### config.mk
export PLATFORM = sky130hd
export DESIGN_NAME = ata_task_file_registers
export DESIGN_NICKNAME = d
export VERILOG_FILES = /design/src/hw/ata_tf_pkg.sv /design/src/hw/ata_task_file_registers.sv
export VERILOG_INCLUDE_DIRS = /design/src /design/src/hw
export SDC_FILE = /design/constraint.sdc
export NUM_CORES = 1
export LEC_CHECK = 0
export BUFFER_PORTS_ARGS = -buffer_cell sky130_fd_sc_hd__buf_4
export CAP_MARGIN = 20
export CELL_PAD_IN_SITES_DETAIL_PLACEMENT = 0
export CELL_PAD_IN_SITES_GLOBAL_PLACEMENT = 1
export CORE_ASPECT_RATIO = 1.2
export CORE_UTILIZATION = 45
export DETAILED_ROUTE_END_ITERATION = 6
export GPL_ROUTABILITY_DRIVEN = 1
export PLACE_DENSITY_LB_ADDON = 0.12
export SLEW_MARGIN = 20
export SYNTH_ARGS = -nofsm -noshare
export SYNTH_HDL_FRONTEND = slang
export SYNTH_SLANG_ARGS = --single-unit
### constraint.sdc
create_clock -name ref_clk_i -period 2.8 [get_ports ref_clk_i]
set_clock_uncertainty 0.15 [all_clocks]
set_input_delay 0.56 -clock ref_clk_i [delete_from_list [all_inputs] [get_ports ref_clk_i]]
set_output_delay 0.56 -clock ref_clk_i [all_outputs]
set_load 0.02 [all_outputs]
### src/hw/ata_tf_consts.svh
`ifndef ATA_TF_CONSTS_SVH
`define ATA_TF_CONSTS_SVH

// ==========================================================================
// Register select codes on the shadow register port
`define TF_SEL_DATA      4'h0
`define TF_SEL_ERR_FEAT  4'h1
`define TF_SEL_COUNT     4'h2
`define TF_SEL_ADDR0     4'h3
`define TF_SEL_ADDR1     4'h4
`define TF_SEL_ADDR2     4'h5
`define TF_SEL_DEVHEAD   4'h6
`define TF_SEL_STAT_CMD  4'h7
`define TF_SEL_CTRL_AUX  4'hE
`define TF_SEL_MIRROR    4'hF

// ==========================================================================
// Field positions
`define DH_LBA_BIT       6
`define DH_DRV_BIT       4
`define CTRL_HOB_BIT     7
`define CTRL_SRST_BIT    2
`define CTRL_NIEN_BIT    1

// ==========================================================================
// Reset values and fixed figures
`define TF_BYTE_RST      8'h00
`define TF_WORD_RST      16'h0000
`define TF_COUNT_RST     9'h000
`define TF_STATUS_BUSY   8'h80
`define TF_SECTORS_MAX   9'h100
`define TF_BUF_FULL      2'h2

`endif

### src/hw/ata_tf_pkg.sv
package ata_tf_pkg;

	// ======================================================================
	// Phases of the task file
	typedef enum logic [1:0] {
		ST_IDLE = 2'b00,
		ST_EXEC = 2'b01,
		ST_SRST = 2'b11
	} tf_phase_t;

	// ======================================================================
	// Error causes reported by the drive engine
	typedef struct packed {
		logic bad_block_flag;
		logic uncorrectable_flag;
		logic sector_id_missing_flag;
		logic command_aborted_flag;
		logic general_error_flag;
	} err_flags_t;

	typedef struct packed {
		logic       done;
		logic       sector_done;
		logic       corrected;
		err_flags_t err;
	} eng_event_t;

	typedef struct packed {
		logic ready;
		logic write_fault;
		logic transfer_request;
		logic writing;
	} eng_level_t;

	// ======================================================================
	// Host access on the shadow register port
	typedef struct packed {
		logic        wr;
		logic        rd;
		logic [3:0]  sel;
		logic [15:0] wdata;
	} tf_req_t;

	// ======================================================================
	// Decoded transfer parameters for the drive engine
	typedef struct packed {
		logic        lba_mode;
		logic [27:0] lba;
		logic [15:0] cylinder;
		logic [3:0]  head;
		logic [7:0]  sector;
		logic [8:0]  sectors;
	} xfer_addr_t;

	// ======================================================================
	// Whole state of the register bank
	typedef struct packed {
		tf_phase_t       phase;
		logic [7:0]      error_cause;
		logic [7:0]      feature_select;
		logic [8:0]      remain;
		logic [7:0]      address_byte0;
		logic [7:0]      address_byte1;
		logic [7:0]      address_byte2;
		logic [7:0]      devhead;
		logic [7:0]      prev_count;
		logic [7:0]      prev_byte0;
		logic [7:0]      prev_byte1;
		logic [7:0]      prev_byte2;
		logic [7:0]      prev_devhead;
		logic            high_order_readback;
		logic            soft_reset_bit;
		logic            interrupt_disable_bit;
		logic            corrected_data_flag;
		logic            error_flag;
		logic            irq_pending;
		logic            drq_seen;
		logic            cmd_valid;
		logic [7:0]      cmd_code;
		logic [15:0]     rdata;
		logic            rvalid;
		logic [1:0][15:0] wbuf;
		logic [1:0]      wcnt;
		logic            whead;
		logic [1:0][15:0] rbuf;
		logic [1:0]      rcnt;
		logic            rhead;
	} tf_state_t;

endpackage : ata_tf_pkg

### src/hw/ata_task_file_registers.sv
`timescale 1ns/10ps
`default_nettype none
`include "ata_tf_consts.svh"

module ata_task_file_registers (
	input  wire logic                   ref_clk_i,
	input  wire logic                   arst_n_i,
	input  wire ata_tf_pkg::tf_req_t    tf_req_i,
	output logic                        tf_ready_o,
	output logic [15:0]                 tf_rdata_o,
	output logic                        tf_rvalid_o,
	input  wire ata_tf_pkg::eng_level_t eng_level_i,
	input  wire ata_tf_pkg::eng_event_t eng_event_i,
	output logic                        cmd_valid_o,
	output logic [7:0]                  cmd_code_o,
	output logic [7:0]                  feature_o,
	output ata_tf_pkg::xfer_addr_t      xfer_o,
	output logic                        busy_o,
	output logic                        soft_reset_o,
	output logic                        intrq_o,
	output logic [15:0]                 dev_wdata_o,
	output logic                        dev_wvalid_o,
	input  wire logic                   dev_wready_i,
	input  wire logic [15:0]            dev_rdata_i,
	input  wire logic                   dev_rvalid_i,
	output logic                        dev_rready_o
);

	// ======================================================================
	// State
	ata_tf_pkg::tf_state_t s_q;
	ata_tf_pkg::tf_state_t s_d;

	logic       busy;
	logic       taken;
	logic       is_data;
	logic       w_push;
	logic       w_pop;
	logic       r_push;
	logic       r_pop;
	logic [7:0] status;
	logic [7:0] mirror;
	logic [7:0] count_now;
	logic       w_slot;
	logic       r_slot;
	logic       status_rd;
	logic       cmd_block_wr;
	logic       ctrl_wr;
	logic [7:0] shown_count;
	logic [7:0] shown_byte0;
	logic [7:0] shown_byte1;
	logic [7:0] shown_byte2;
	logic [7:0] shown_devhead;

	// ======================================================================
	// Status and mirror composition
	always_comb begin
		// Busy drops while data is requested so the host can move it
		busy = (s_q.phase == ata_tf_pkg::ST_SRST) ||
			((s_q.phase == ata_tf_pkg::ST_EXEC) &&
			!eng_level_i.transfer_request);
		count_now = s_q.remain[7:0];
		// While busy no other status bit may be trusted
		if (busy) begin
			status = `TF_STATUS_BUSY;
		end else begin
			status = {1'b0,
				eng_level_i.ready,
				eng_level_i.write_fault,
				eng_level_i.ready,
				eng_level_i.transfer_request,
				s_q.corrected_data_flag,
				1'b0,
				s_q.error_flag};
		end
		// Only drive 0 exists, so drive 1 always reads unselected
		mirror = {1'b0,
			~eng_level_i.writing,
			~s_q.devhead[3:0],
			1'b1,
			s_q.devhead[`DH_DRV_BIT]};
	end

	// ======================================================================
	// Readback selection: previous values under high-order readback
	always_comb begin
		if (s_q.high_order_readback) begin
			shown_count   = s_q.prev_count;
			shown_byte0   = s_q.prev_byte0;
			shown_byte1   = s_q.prev_byte1;
			shown_byte2   = s_q.prev_byte2;
			shown_devhead = s_q.prev_devhead;
		end else begin
			shown_count   = count_now;
			shown_byte0   = s_q.address_byte0;
			shown_byte1   = s_q.address_byte1;
			shown_byte2   = s_q.address_byte2;
			shown_devhead = s_q.devhead;
		end
	end

	// ======================================================================
	// Host port handshake and buffer strobes
	always_comb begin
		is_data    = (tf_req_i.sel == `TF_SEL_DATA);
		tf_ready_o = !(is_data &&
			((tf_req_i.wr && (s_q.wcnt == `TF_BUF_FULL)) ||
			(tf_req_i.rd && (s_q.rcnt == 2'h0))));
		taken  = (tf_req_i.wr || tf_req_i.rd) && tf_ready_o;
		w_push = taken && tf_req_i.wr && is_data && !busy;
		r_pop  = taken && tf_req_i.rd && is_data;
		w_pop  = (s_q.wcnt != 2'h0) && dev_wready_i;
		r_push = dev_rvalid_i && (s_q.rcnt != `TF_BUF_FULL);
		// Write slot is the free entry behind the head when one is held
		w_slot = s_q.whead ^ (s_q.wcnt != 2'h0);
		r_slot = s_q.rhead ^ (s_q.rcnt != 2'h0);
		status_rd    = taken && tf_req_i.rd &&
			(tf_req_i.sel == `TF_SEL_STAT_CMD);
		// Command block writes while busy are taken and dropped
		cmd_block_wr = taken && tf_req_i.wr && !busy &&
			(tf_req_i.sel <= `TF_SEL_STAT_CMD);
		ctrl_wr      = taken && tf_req_i.wr &&
			(tf_req_i.sel == `TF_SEL_CTRL_AUX);
	end

	// ======================================================================
	// Next state
	always_comb begin
		s_d           = s_q;
		s_d.cmd_valid = 1'b0;
		s_d.rvalid    = 1'b0;

		// Drive-bound data buffer
		// Push and pop may share a cycle; the count nets out
		if (w_push) begin
			s_d.wbuf[w_slot] = tf_req_i.wdata;
		end
		if (w_pop) begin
			s_d.whead = ~s_q.whead;
		end
		s_d.wcnt = s_q.wcnt + {1'b0, w_push} - {1'b0, w_pop};

		// Host-bound data buffer
		if (r_push) begin
			s_d.rbuf[r_slot] = dev_rdata_i;
		end
		if (r_pop) begin
			s_d.rhead = ~s_q.rhead;
		end
		s_d.rcnt = s_q.rcnt + {1'b0, r_push} - {1'b0, r_pop};

		// Engine events
		if (s_q.phase == ata_tf_pkg::ST_EXEC) begin
			// A sector finishing with nothing left is ignored
			if (eng_event_i.sector_done && (s_q.remain != `TF_COUNT_RST))
			begin
				s_d.remain = s_q.remain - 9'h001;
			end
			if (eng_event_i.corrected) begin
				s_d.corrected_data_flag = 1'b1;
			end
			if (eng_event_i.done) begin
				s_d.phase       = ata_tf_pkg::ST_IDLE;
				s_d.error_cause = {eng_event_i.err.bad_block_flag,
					eng_event_i.err.uncorrectable_flag, 1'b0,
					eng_event_i.err.sector_id_missing_flag, 1'b0,
					eng_event_i.err.command_aborted_flag, 1'b0,
					eng_event_i.err.general_error_flag};
				s_d.error_flag  = |eng_event_i.err;
				if (~|eng_event_i.err) begin
					s_d.remain = `TF_COUNT_RST;
				end
			end
		end

		// Interrupt pending: completion or new transfer request
		s_d.drq_seen = eng_level_i.transfer_request;
		// Clear first so a same-cycle set below wins
		if (status_rd) begin
			s_d.irq_pending = 1'b0;
		end
		if (((s_q.phase == ata_tf_pkg::ST_EXEC) && eng_event_i.done) ||
			(eng_level_i.transfer_request && !s_q.drq_seen)) begin
			s_d.irq_pending = 1'b1;
		end

		// Host reads
		if (taken && tf_req_i.rd) begin
			s_d.rvalid = 1'b1;
			case (tf_req_i.sel)
				`TF_SEL_DATA: begin
					s_d.rdata = s_q.rbuf[s_q.rhead];
				end
				`TF_SEL_ERR_FEAT: begin
					s_d.rdata = {8'h00, s_q.error_cause};
				end
				`TF_SEL_COUNT: begin
					s_d.rdata = {8'h00, shown_count};
				end
				`TF_SEL_ADDR0: begin
					s_d.rdata = {8'h00, shown_byte0};
				end
				`TF_SEL_ADDR1: begin
					s_d.rdata = {8'h00, shown_byte1};
				end
				`TF_SEL_ADDR2: begin
					s_d.rdata = {8'h00, shown_byte2};
				end
				`TF_SEL_DEVHEAD: begin
					s_d.rdata = {8'h00, shown_devhead};
				end
				`TF_SEL_STAT_CMD: begin
					s_d.rdata = {8'h00, status};
				end
				`TF_SEL_CTRL_AUX: begin
					s_d.rdata = {8'h00, status};
				end
				`TF_SEL_MIRROR: begin
					s_d.rdata = {8'h00, mirror};
				end
				default: begin
					s_d.rdata = `TF_WORD_RST;
				end
			endcase
		end

		// Host writes to the command block, ignored while busy
		if (cmd_block_wr) begin
			s_d.high_order_readback = 1'b0;
			case (tf_req_i.sel)
				`TF_SEL_ERR_FEAT: begin
					s_d.feature_select = tf_req_i.wdata[7:0];
				end
				`TF_SEL_COUNT: begin
					s_d.prev_count = count_now;
					s_d.remain = {tf_req_i.wdata[7:0] == 8'h00,
						tf_req_i.wdata[7:0]};
				end
				`TF_SEL_ADDR0: begin
					s_d.prev_byte0    = s_q.address_byte0;
					s_d.address_byte0 = tf_req_i.wdata[7:0];
				end
				`TF_SEL_ADDR1: begin
					s_d.prev_byte1    = s_q.address_byte1;
					s_d.address_byte1 = tf_req_i.wdata[7:0];
				end
				`TF_SEL_ADDR2: begin
					s_d.prev_byte2    = s_q.address_byte2;
					s_d.address_byte2 = tf_req_i.wdata[7:0];
				end
				`TF_SEL_DEVHEAD: begin
					// Stored as written; host keeps 7,5 set, drive 0
					s_d.prev_devhead = s_q.devhead;
					s_d.devhead      = tf_req_i.wdata[7:0];
				end
				`TF_SEL_STAT_CMD: begin
					s_d.corrected_data_flag = 1'b0;
					// Refused commands still end with an interrupt
					if (!eng_level_i.ready ||
						eng_level_i.write_fault) begin
						s_d.error_cause = 8'h04;
						s_d.error_flag  = 1'b1;
						s_d.irq_pending = 1'b1;
					end else begin
						s_d.phase       = ata_tf_pkg::ST_EXEC;
						s_d.error_cause = `TF_BYTE_RST;
						s_d.error_flag  = 1'b0;
						s_d.cmd_valid   = 1'b1;
						s_d.cmd_code    = tf_req_i.wdata[7:0];
					end
				end
				default: begin
					s_d.high_order_readback = 1'b0;
				end
			endcase
		end

		// Device control: bits 6-3 and 0 are not stored
		if (ctrl_wr) begin
			s_d.high_order_readback =
				tf_req_i.wdata[`CTRL_HOB_BIT];
			s_d.soft_reset_bit = tf_req_i.wdata[`CTRL_SRST_BIT];
			s_d.interrupt_disable_bit =
				tf_req_i.wdata[`CTRL_NIEN_BIT];
			if (tf_req_i.wdata[`CTRL_SRST_BIT]) begin
				s_d.phase = ata_tf_pkg::ST_SRST;
			end else if (s_q.phase == ata_tf_pkg::ST_SRST) begin
				s_d.phase = ata_tf_pkg::ST_IDLE;
			end
		end

		// Held in soft reset: error, status flags, interrupt state and buffers cleared
		// The control port stays open so the host can release it
		if (s_q.phase == ata_tf_pkg::ST_SRST) begin
			s_d.error_cause         = `TF_BYTE_RST;
			s_d.error_flag          = 1'b0;
			s_d.corrected_data_flag = 1'b0;
			s_d.irq_pending         = 1'b0;
			s_d.interrupt_disable_bit = 1'b0;
			s_d.wcnt                = 2'h0;
			s_d.rcnt                = 2'h0;
		end
	end

	// ======================================================================
	// State register
	always_ff @(posedge ref_clk_i or negedge arst_n_i) begin
		if (!arst_n_i) begin
			// Phase named explicitly so its encoding may change
			s_q <= '0;
			s_q.phase <= ata_tf_pkg::ST_IDLE;
		end else begin
			s_q <= s_d;
		end
	end

	// ======================================================================
	// Outputs
	always_comb begin
		tf_rdata_o   = s_q.rdata;
		tf_rvalid_o  = s_q.rvalid;
		cmd_valid_o  = s_q.cmd_valid;
		cmd_code_o   = s_q.cmd_code;
		feature_o    = s_q.feature_select;
		busy_o       = busy;
		soft_reset_o = s_q.soft_reset_bit;
		intrq_o      = s_q.irq_pending && !s_q.interrupt_disable_bit;
		dev_wdata_o  = s_q.wbuf[s_q.whead];
		dev_wvalid_o = (s_q.wcnt != 2'h0);
		dev_rready_o = (s_q.rcnt != `TF_BUF_FULL);
	end

	// ======================================================================
	// Transfer parameters for the drive engine
	always_comb begin
		xfer_o.lba_mode = s_q.devhead[`DH_LBA_BIT];
		xfer_o.lba      = {s_q.devhead[3:0], s_q.address_byte2,
			s_q.address_byte1, s_q.address_byte0};
		xfer_o.cylinder = {s_q.address_byte2, s_q.address_byte1};
		xfer_o.head     = s_q.devhead[3:0];
		xfer_o.sector   = s_q.address_byte0;
		xfer_o.sectors  = s_q.remain;
	end

endmodule : ata_task_file_registers
`default_nettype wire

After elaboration in Yosys (flattened, before gate mapping):

Cells that the tools add are included.

* bits in registers: 202
* input bits: 54
* logic and storage cells: 173
* output and inout bits: 122

* reduce and logical (&&, ||, !) cells: 50
* order comparisons: 7
* eq/ne operators: 13
* multiplexer cells: 59
* $add $sub $neg: 5
* bitwise operators: 7

Operator list (count)
* case mux 16 bit (9 select lines): 1
* two-way mux 8 bit: 17
* two-way mux 100 bit: 1
* two-way mux 16 bit: 6
* two-way mux 9 bit: 8
* bitwise mux 32 bit: 2
* demux 16 bit (select 1 bit): 2
* two-way mux 10 bit: 3
* logical AND 1 bit: 22
* == test 4 x 3 -> 1 bit (second input constant): 4
* two-way mux 2 bit: 7
* two-way mux 3 bit: 4
* AND reduction 2 bit: 6
* nonzero test 9 bit: 1
* subtractor 9 x 1 -> 9 bit (second input constant): 1
* == test 4 x 2 -> 1 bit (second input constant): 2
* == test 4 bit (second input constant): 2
* logical NOT 8 bit: 1
* less-than comparator 1 x 2 -> 1 bit (second input constant): 4
* nonzero test 2 bit: 4
* two-way mux 1 bit: 7
* logical NOT 1 bit: 6
* logical OR 1 bit: 5
* OR reduction 5 bit: 1
* other kinds (16): 24

Longest topological paths before layout:

* depth after elaboration: 14
* mapped depth: 11
* mapped depth without buffers: 9

Least setup slack after synthesis:

OpenSTA, ideal clock, no wires.

* path kind: in2reg
* from: input tf_req_i[16] (netlist bit)
* to: register s_q[2] (netlist bit)
* data required time: 2.521 ns
* arrival time: 2.513 ns
* slack: 0.008 ns
* stages on the path: 11
* library setup time: 0.129 ns
* cell sequence: buf_6 > or4_4 > buf_2 > buf_1 > nor2_1 > ha_1 > inv_1 > ha_1 > xor2_1 > xnor2_1 > nor2_1

RTL lines
* start: declaration: line ata_task_file_registers.sv:8 `input wire ata_tf_pkg::tf_req_t tf_req_i,`
* end: declaration: line ata_task_file_registers.sv:31 `ata_tf_pkg::tf_state_t s_q;`

Final worst setup path:

* from: input tf_req_i[17] (netlist bit)
* to: output tf_ready_o

* cells in the longest elaborated chain, start to end: 3

Ends and longest elaborated chain
* logical NOT 4 bit
* logical AND 1 bit: line ata_task_file_registers.sv:106 `tf_ready_o = !(is_data &&`
* logical NOT 1 bit: line ata_task_file_registers.sv:106
* end: declaration: line ata_task_file_registers.sv:9 `output logic tf_ready_o,`

No other way between the ends.

==> flow_summary.json <==
{
  "clk_latency_ns": 0.51,
  "finalWirelength_microns": 26900,
  "cts.path.max_buffers": 3,
  "synth_top_family_by_area": "multiplexers",
  "critPathCaptureType": "output port",
  "finalCriticalPeriod_ns": 2.40,
  "synth_top_cell_area_share_pct": 48.8,
  "switching_share_pct": 34.4,
  "via_count": 7101,
  "setup_viol": 0,
  "tightest_slew_ns": 0.964,
  "fp.coreArea_sq_mm": 0.0225,
  "crit_fanout": 10,
  "maxSlewHeadroom_pct": 35.2,
  "drtPass1Iterations": 7,
  "p_leak_nw": 5.74,
  "drt-initial-drc-count": 499,
  "timing.final.crit_share_pct": 85.7,
  "htreeDepth": 1,
  "yosysTopAreaCell": "dfrtp_1",
  "initial_core_util_pct": 46.0,
  "grt_antenna_before_repair": 0,
  "netlist_top_cells_count": "202 x dfrtp_1, 156 x mux2_2, 104 x buf_4",
  "finalWeightedCongestion": 0.883,
  "avgRoutedWirePerCell_microns": 21.3,
  "final_nets": 1030,
  "synth-simple-area-share_pct": 9.25,
  "ir_worst_vdd_mv": 0.629,
  "r2r_start": "s_q[102]",
  "p_comb_share_pct": 36.0,
  "crit_chain": "buf_4 > or4_4 > a21o_1 > buf_4",
  "cpPeakStageDelay_ns": 0.63,
  "power_density_mw_per_mm2": 980,
  "numCtsBuffers": 22,
  "slew_viol_final": 0,
  "cts_resized": 0,
  "port_buffers": 175,
  "cts-root-buf": "clkbuf_16",
  "hold_class": "in2reg",
  "ys_seq_area_share_pct": 48.8,
  "power_switching_w": 0.00410,
  "synthFlopType": "dfrtp_1",
  "synth_area_per_cell_sq_um": 11.8,
  "synth.most_common_cell": "dfrtp_1",
  "setup_tns_ns": 0,
  "r2r-end": "tf_rdata_o[5]",
  "synth_seq_cells": 202,
  "diodes": 0,
  "row_count": 60,
  "fp.dieH_microns": 168,
  "rsz0062_at_grt": "no",
  "synth_area_sq_mm": 0.0104,
  "synthAdderAreaFrac_pct": 0.604,
  "hold_viol_final": 0,
  "maxCapViolCount": 0,
  "yosysWarningCount": 0,
  "fmax_mhz": 417,
  "grt.overflow.total": 0,
  "io_pins": 176,
  "synth_xor_area_share_pct": 1.10,
  "rr_worst_depth": 5,
  "syn2layout_area_growth_pct": 17.3,
  "clk_pin_slew_ns": 0.06,
  "dieArea_sq_mm": 0.0236,
  "netlist_instances": 875,
  "drtAntennaViolNets": 0,
  "critPathArrivalTime_ns": 1.69,
  "synth.area.mux_share_pct": 22.5,
  "grt_max_degree": 69,
  "rrSetupSlack_ns": 0.40,
  "p_int_w": 0.00782,
  "setup.worst_path.start": "tf_req_i[17]",
  "fp.dieW_microns": 141,
  "cts_tree": "built",
  "critPathKind": "in2out",
  "grt.total_usage_pct": 23.2,
  "syn_nets": 934,
  "drive_gt1_share_pct": 44.3,
  "power_frac_clock_pct": 24.1,
  "drcViolationCount": 0,
  "pre_cts_ws_ns": 0.0780,
  "synth_compound_area_share_pct": 7.63,
  "grt_pass1_vias": 7225,
  "status": "complete, no violations",
  "ys_types": 73,
  "cts_sinks": 202,
  "crit_path_end": "tf_ready_o",
  "sequentialPowerShare_pct": 39.9,
  "synth_edf_count": 0,
  "cp.required_ns": 2.09,
  "cp_slowest_cell": "or4_4",
  "grt_pass1_wl_microns": 42100,
  "synthTopCellsByArea": "dfrtp_1 49%, mux2_2 17%, buf_4 7.5%, mux2i_1 4.1%, nand2_1 2.2%",
  "cp_common_cell": "buf_4",
  "vias_per_cell": 5.62,
  "fin_ws_ns": 0.401,
  "dp_hpwl_microns": 19800,
  "async_flop_share_pct": 100,
  "startpoint_type": "primary input"
}
-- area by class of cell --
class / instances / area, sq um
inverters: 18 / 67.6
clock buffers: 36 / 684
clock inverters: 2 / 35.0
repair buffers: 219 / 1720
fillers: 1934 / 10400
multi-input cells: 508 / 4250
flip-flops and latches: 202 / 5050
well taps: 279 / 349
-- timing repair --
| action | in CTS | in global routing |
|---|---|---|
| hold buffers | 1 | 0 |
| setup buffers | 0 | 0 |
| endpoints found under the hold margin | 60 | 0 |
| endpoints found under the setup margin | 0 | 0 |
-- registers in the layout, indices dropped and copies added (netlist names) --
name and count:
cmd_code_o 8, cmd_valid_o 1, feature_o 8, mirror 1, s_q 128, soft_reset_o 1, tf_rdata_o 16, tf_rvalid_o 1
xfer_o 38
-- through the flow --
step | std cells | hold slack, ns | power (W) | cell area [sq um] | util, %
4_1_cts | 1264 | 0.0385 | 0.0121 | 12200 | 54.0
5_1_grt | 1264 | 0.0353 | 0.0126 | 12200 | 54.0
3_3_place_gp | 1225 | 0.312 | 0.00899 | 11400 | 50.7
6_report | 1264 | 0.0549 | 0.0119 | 12200 | 54.0
3_5_place_dp | 1225 | 0.319 | 0.00913 | 11400 | 50.7
2_1_floorplan | 875 | 0.114 | 0.00784 | 10400 | -
-- routing by layer --
layer | vias up | share of wire, % | GRT usage, %
met1 | 3608 | 43 | 29.9
li1 | 3211 | - | -
met3 | 45 | 5.6 | 3.84
met5 | - | 0 | 0
met4 | 0 | 2.5 | 7.23
met2 | 237 | 49 | 39.8
-- how the worst min path moves through the flow --
stage | start | endpoint | cells past startpoint
after floorplan | arst_n_i | cmd_code_o[0] | 0
after global placement | s_q[140] | s_q[140] | 2
after detailed placement | tf_rdata_o[9] | tf_rdata_o[9] | 2
after CTS | eng_level_i[1] | s_q[96] | 1
after global routing | eng_level_i[1] | s_q[96] | 1
final | eng_level_i[1] | s_q[96] | 1
-- worst max-delay path, delay by kind of cell --
| family | cells | cell delay, ns |
|---|---|---|
| compound gates | 1 | 0.21 |
| buf+inv | 2 | 0.28 |
| simple gates | 1 | 0.63 |
-- placed cells by master, fill, tap and decap left out, types with 3 or more instances in the layout --
master and instances:
and3_1 4, a2111oi_0 3, nand3_1 6, nand2_2 3, xor2_1 7, buf_12 5, a22o_1 7, nand2_1 61
nand4_1 4, o32ai_1 4, nor2_1 27, nand3b_1 7, buf_4 212, clkbuf_1 7, nor4_1 8, or3_1 3
ha_1 5, xnor2_1 6, dfrtp_1 202, o21ai_0 22, o22ai_1 9, clkbuf_8 7, mux2i_1 42, mux2_4 10
and2_1 5, o21ai_1 3, nor4b_1 3, nand2b_1 7, a21oi_1 17, mux2_2 156, o31ai_1 10, or4_1 4
inv_1 18, nor3_1 6, a31oi_1 3, nor2b_1 4, clkbuf_16 23, a221oi_1 6
-- kinds of logic after synthesis --
logic type      after synthesis
compound gates              110
xor+xnor                     13
fa+ha+maj                     5
buf+inv                     165
flops                       202
mux                         208
simple gates                172
-- power groups by stage --
stage               combinational [W]  clock, W  sequential [W]
detailed placement            0.00432         0         0.00481
CTS                           0.00434   0.00296         0.00477
floorplan                     0.00338         0         0.00447
global placement              0.00424         0         0.00474
global route                  0.00462   0.00309         0.00490
finish                        0.00429   0.00287         0.00476
(Power assumes the default switching activity.)
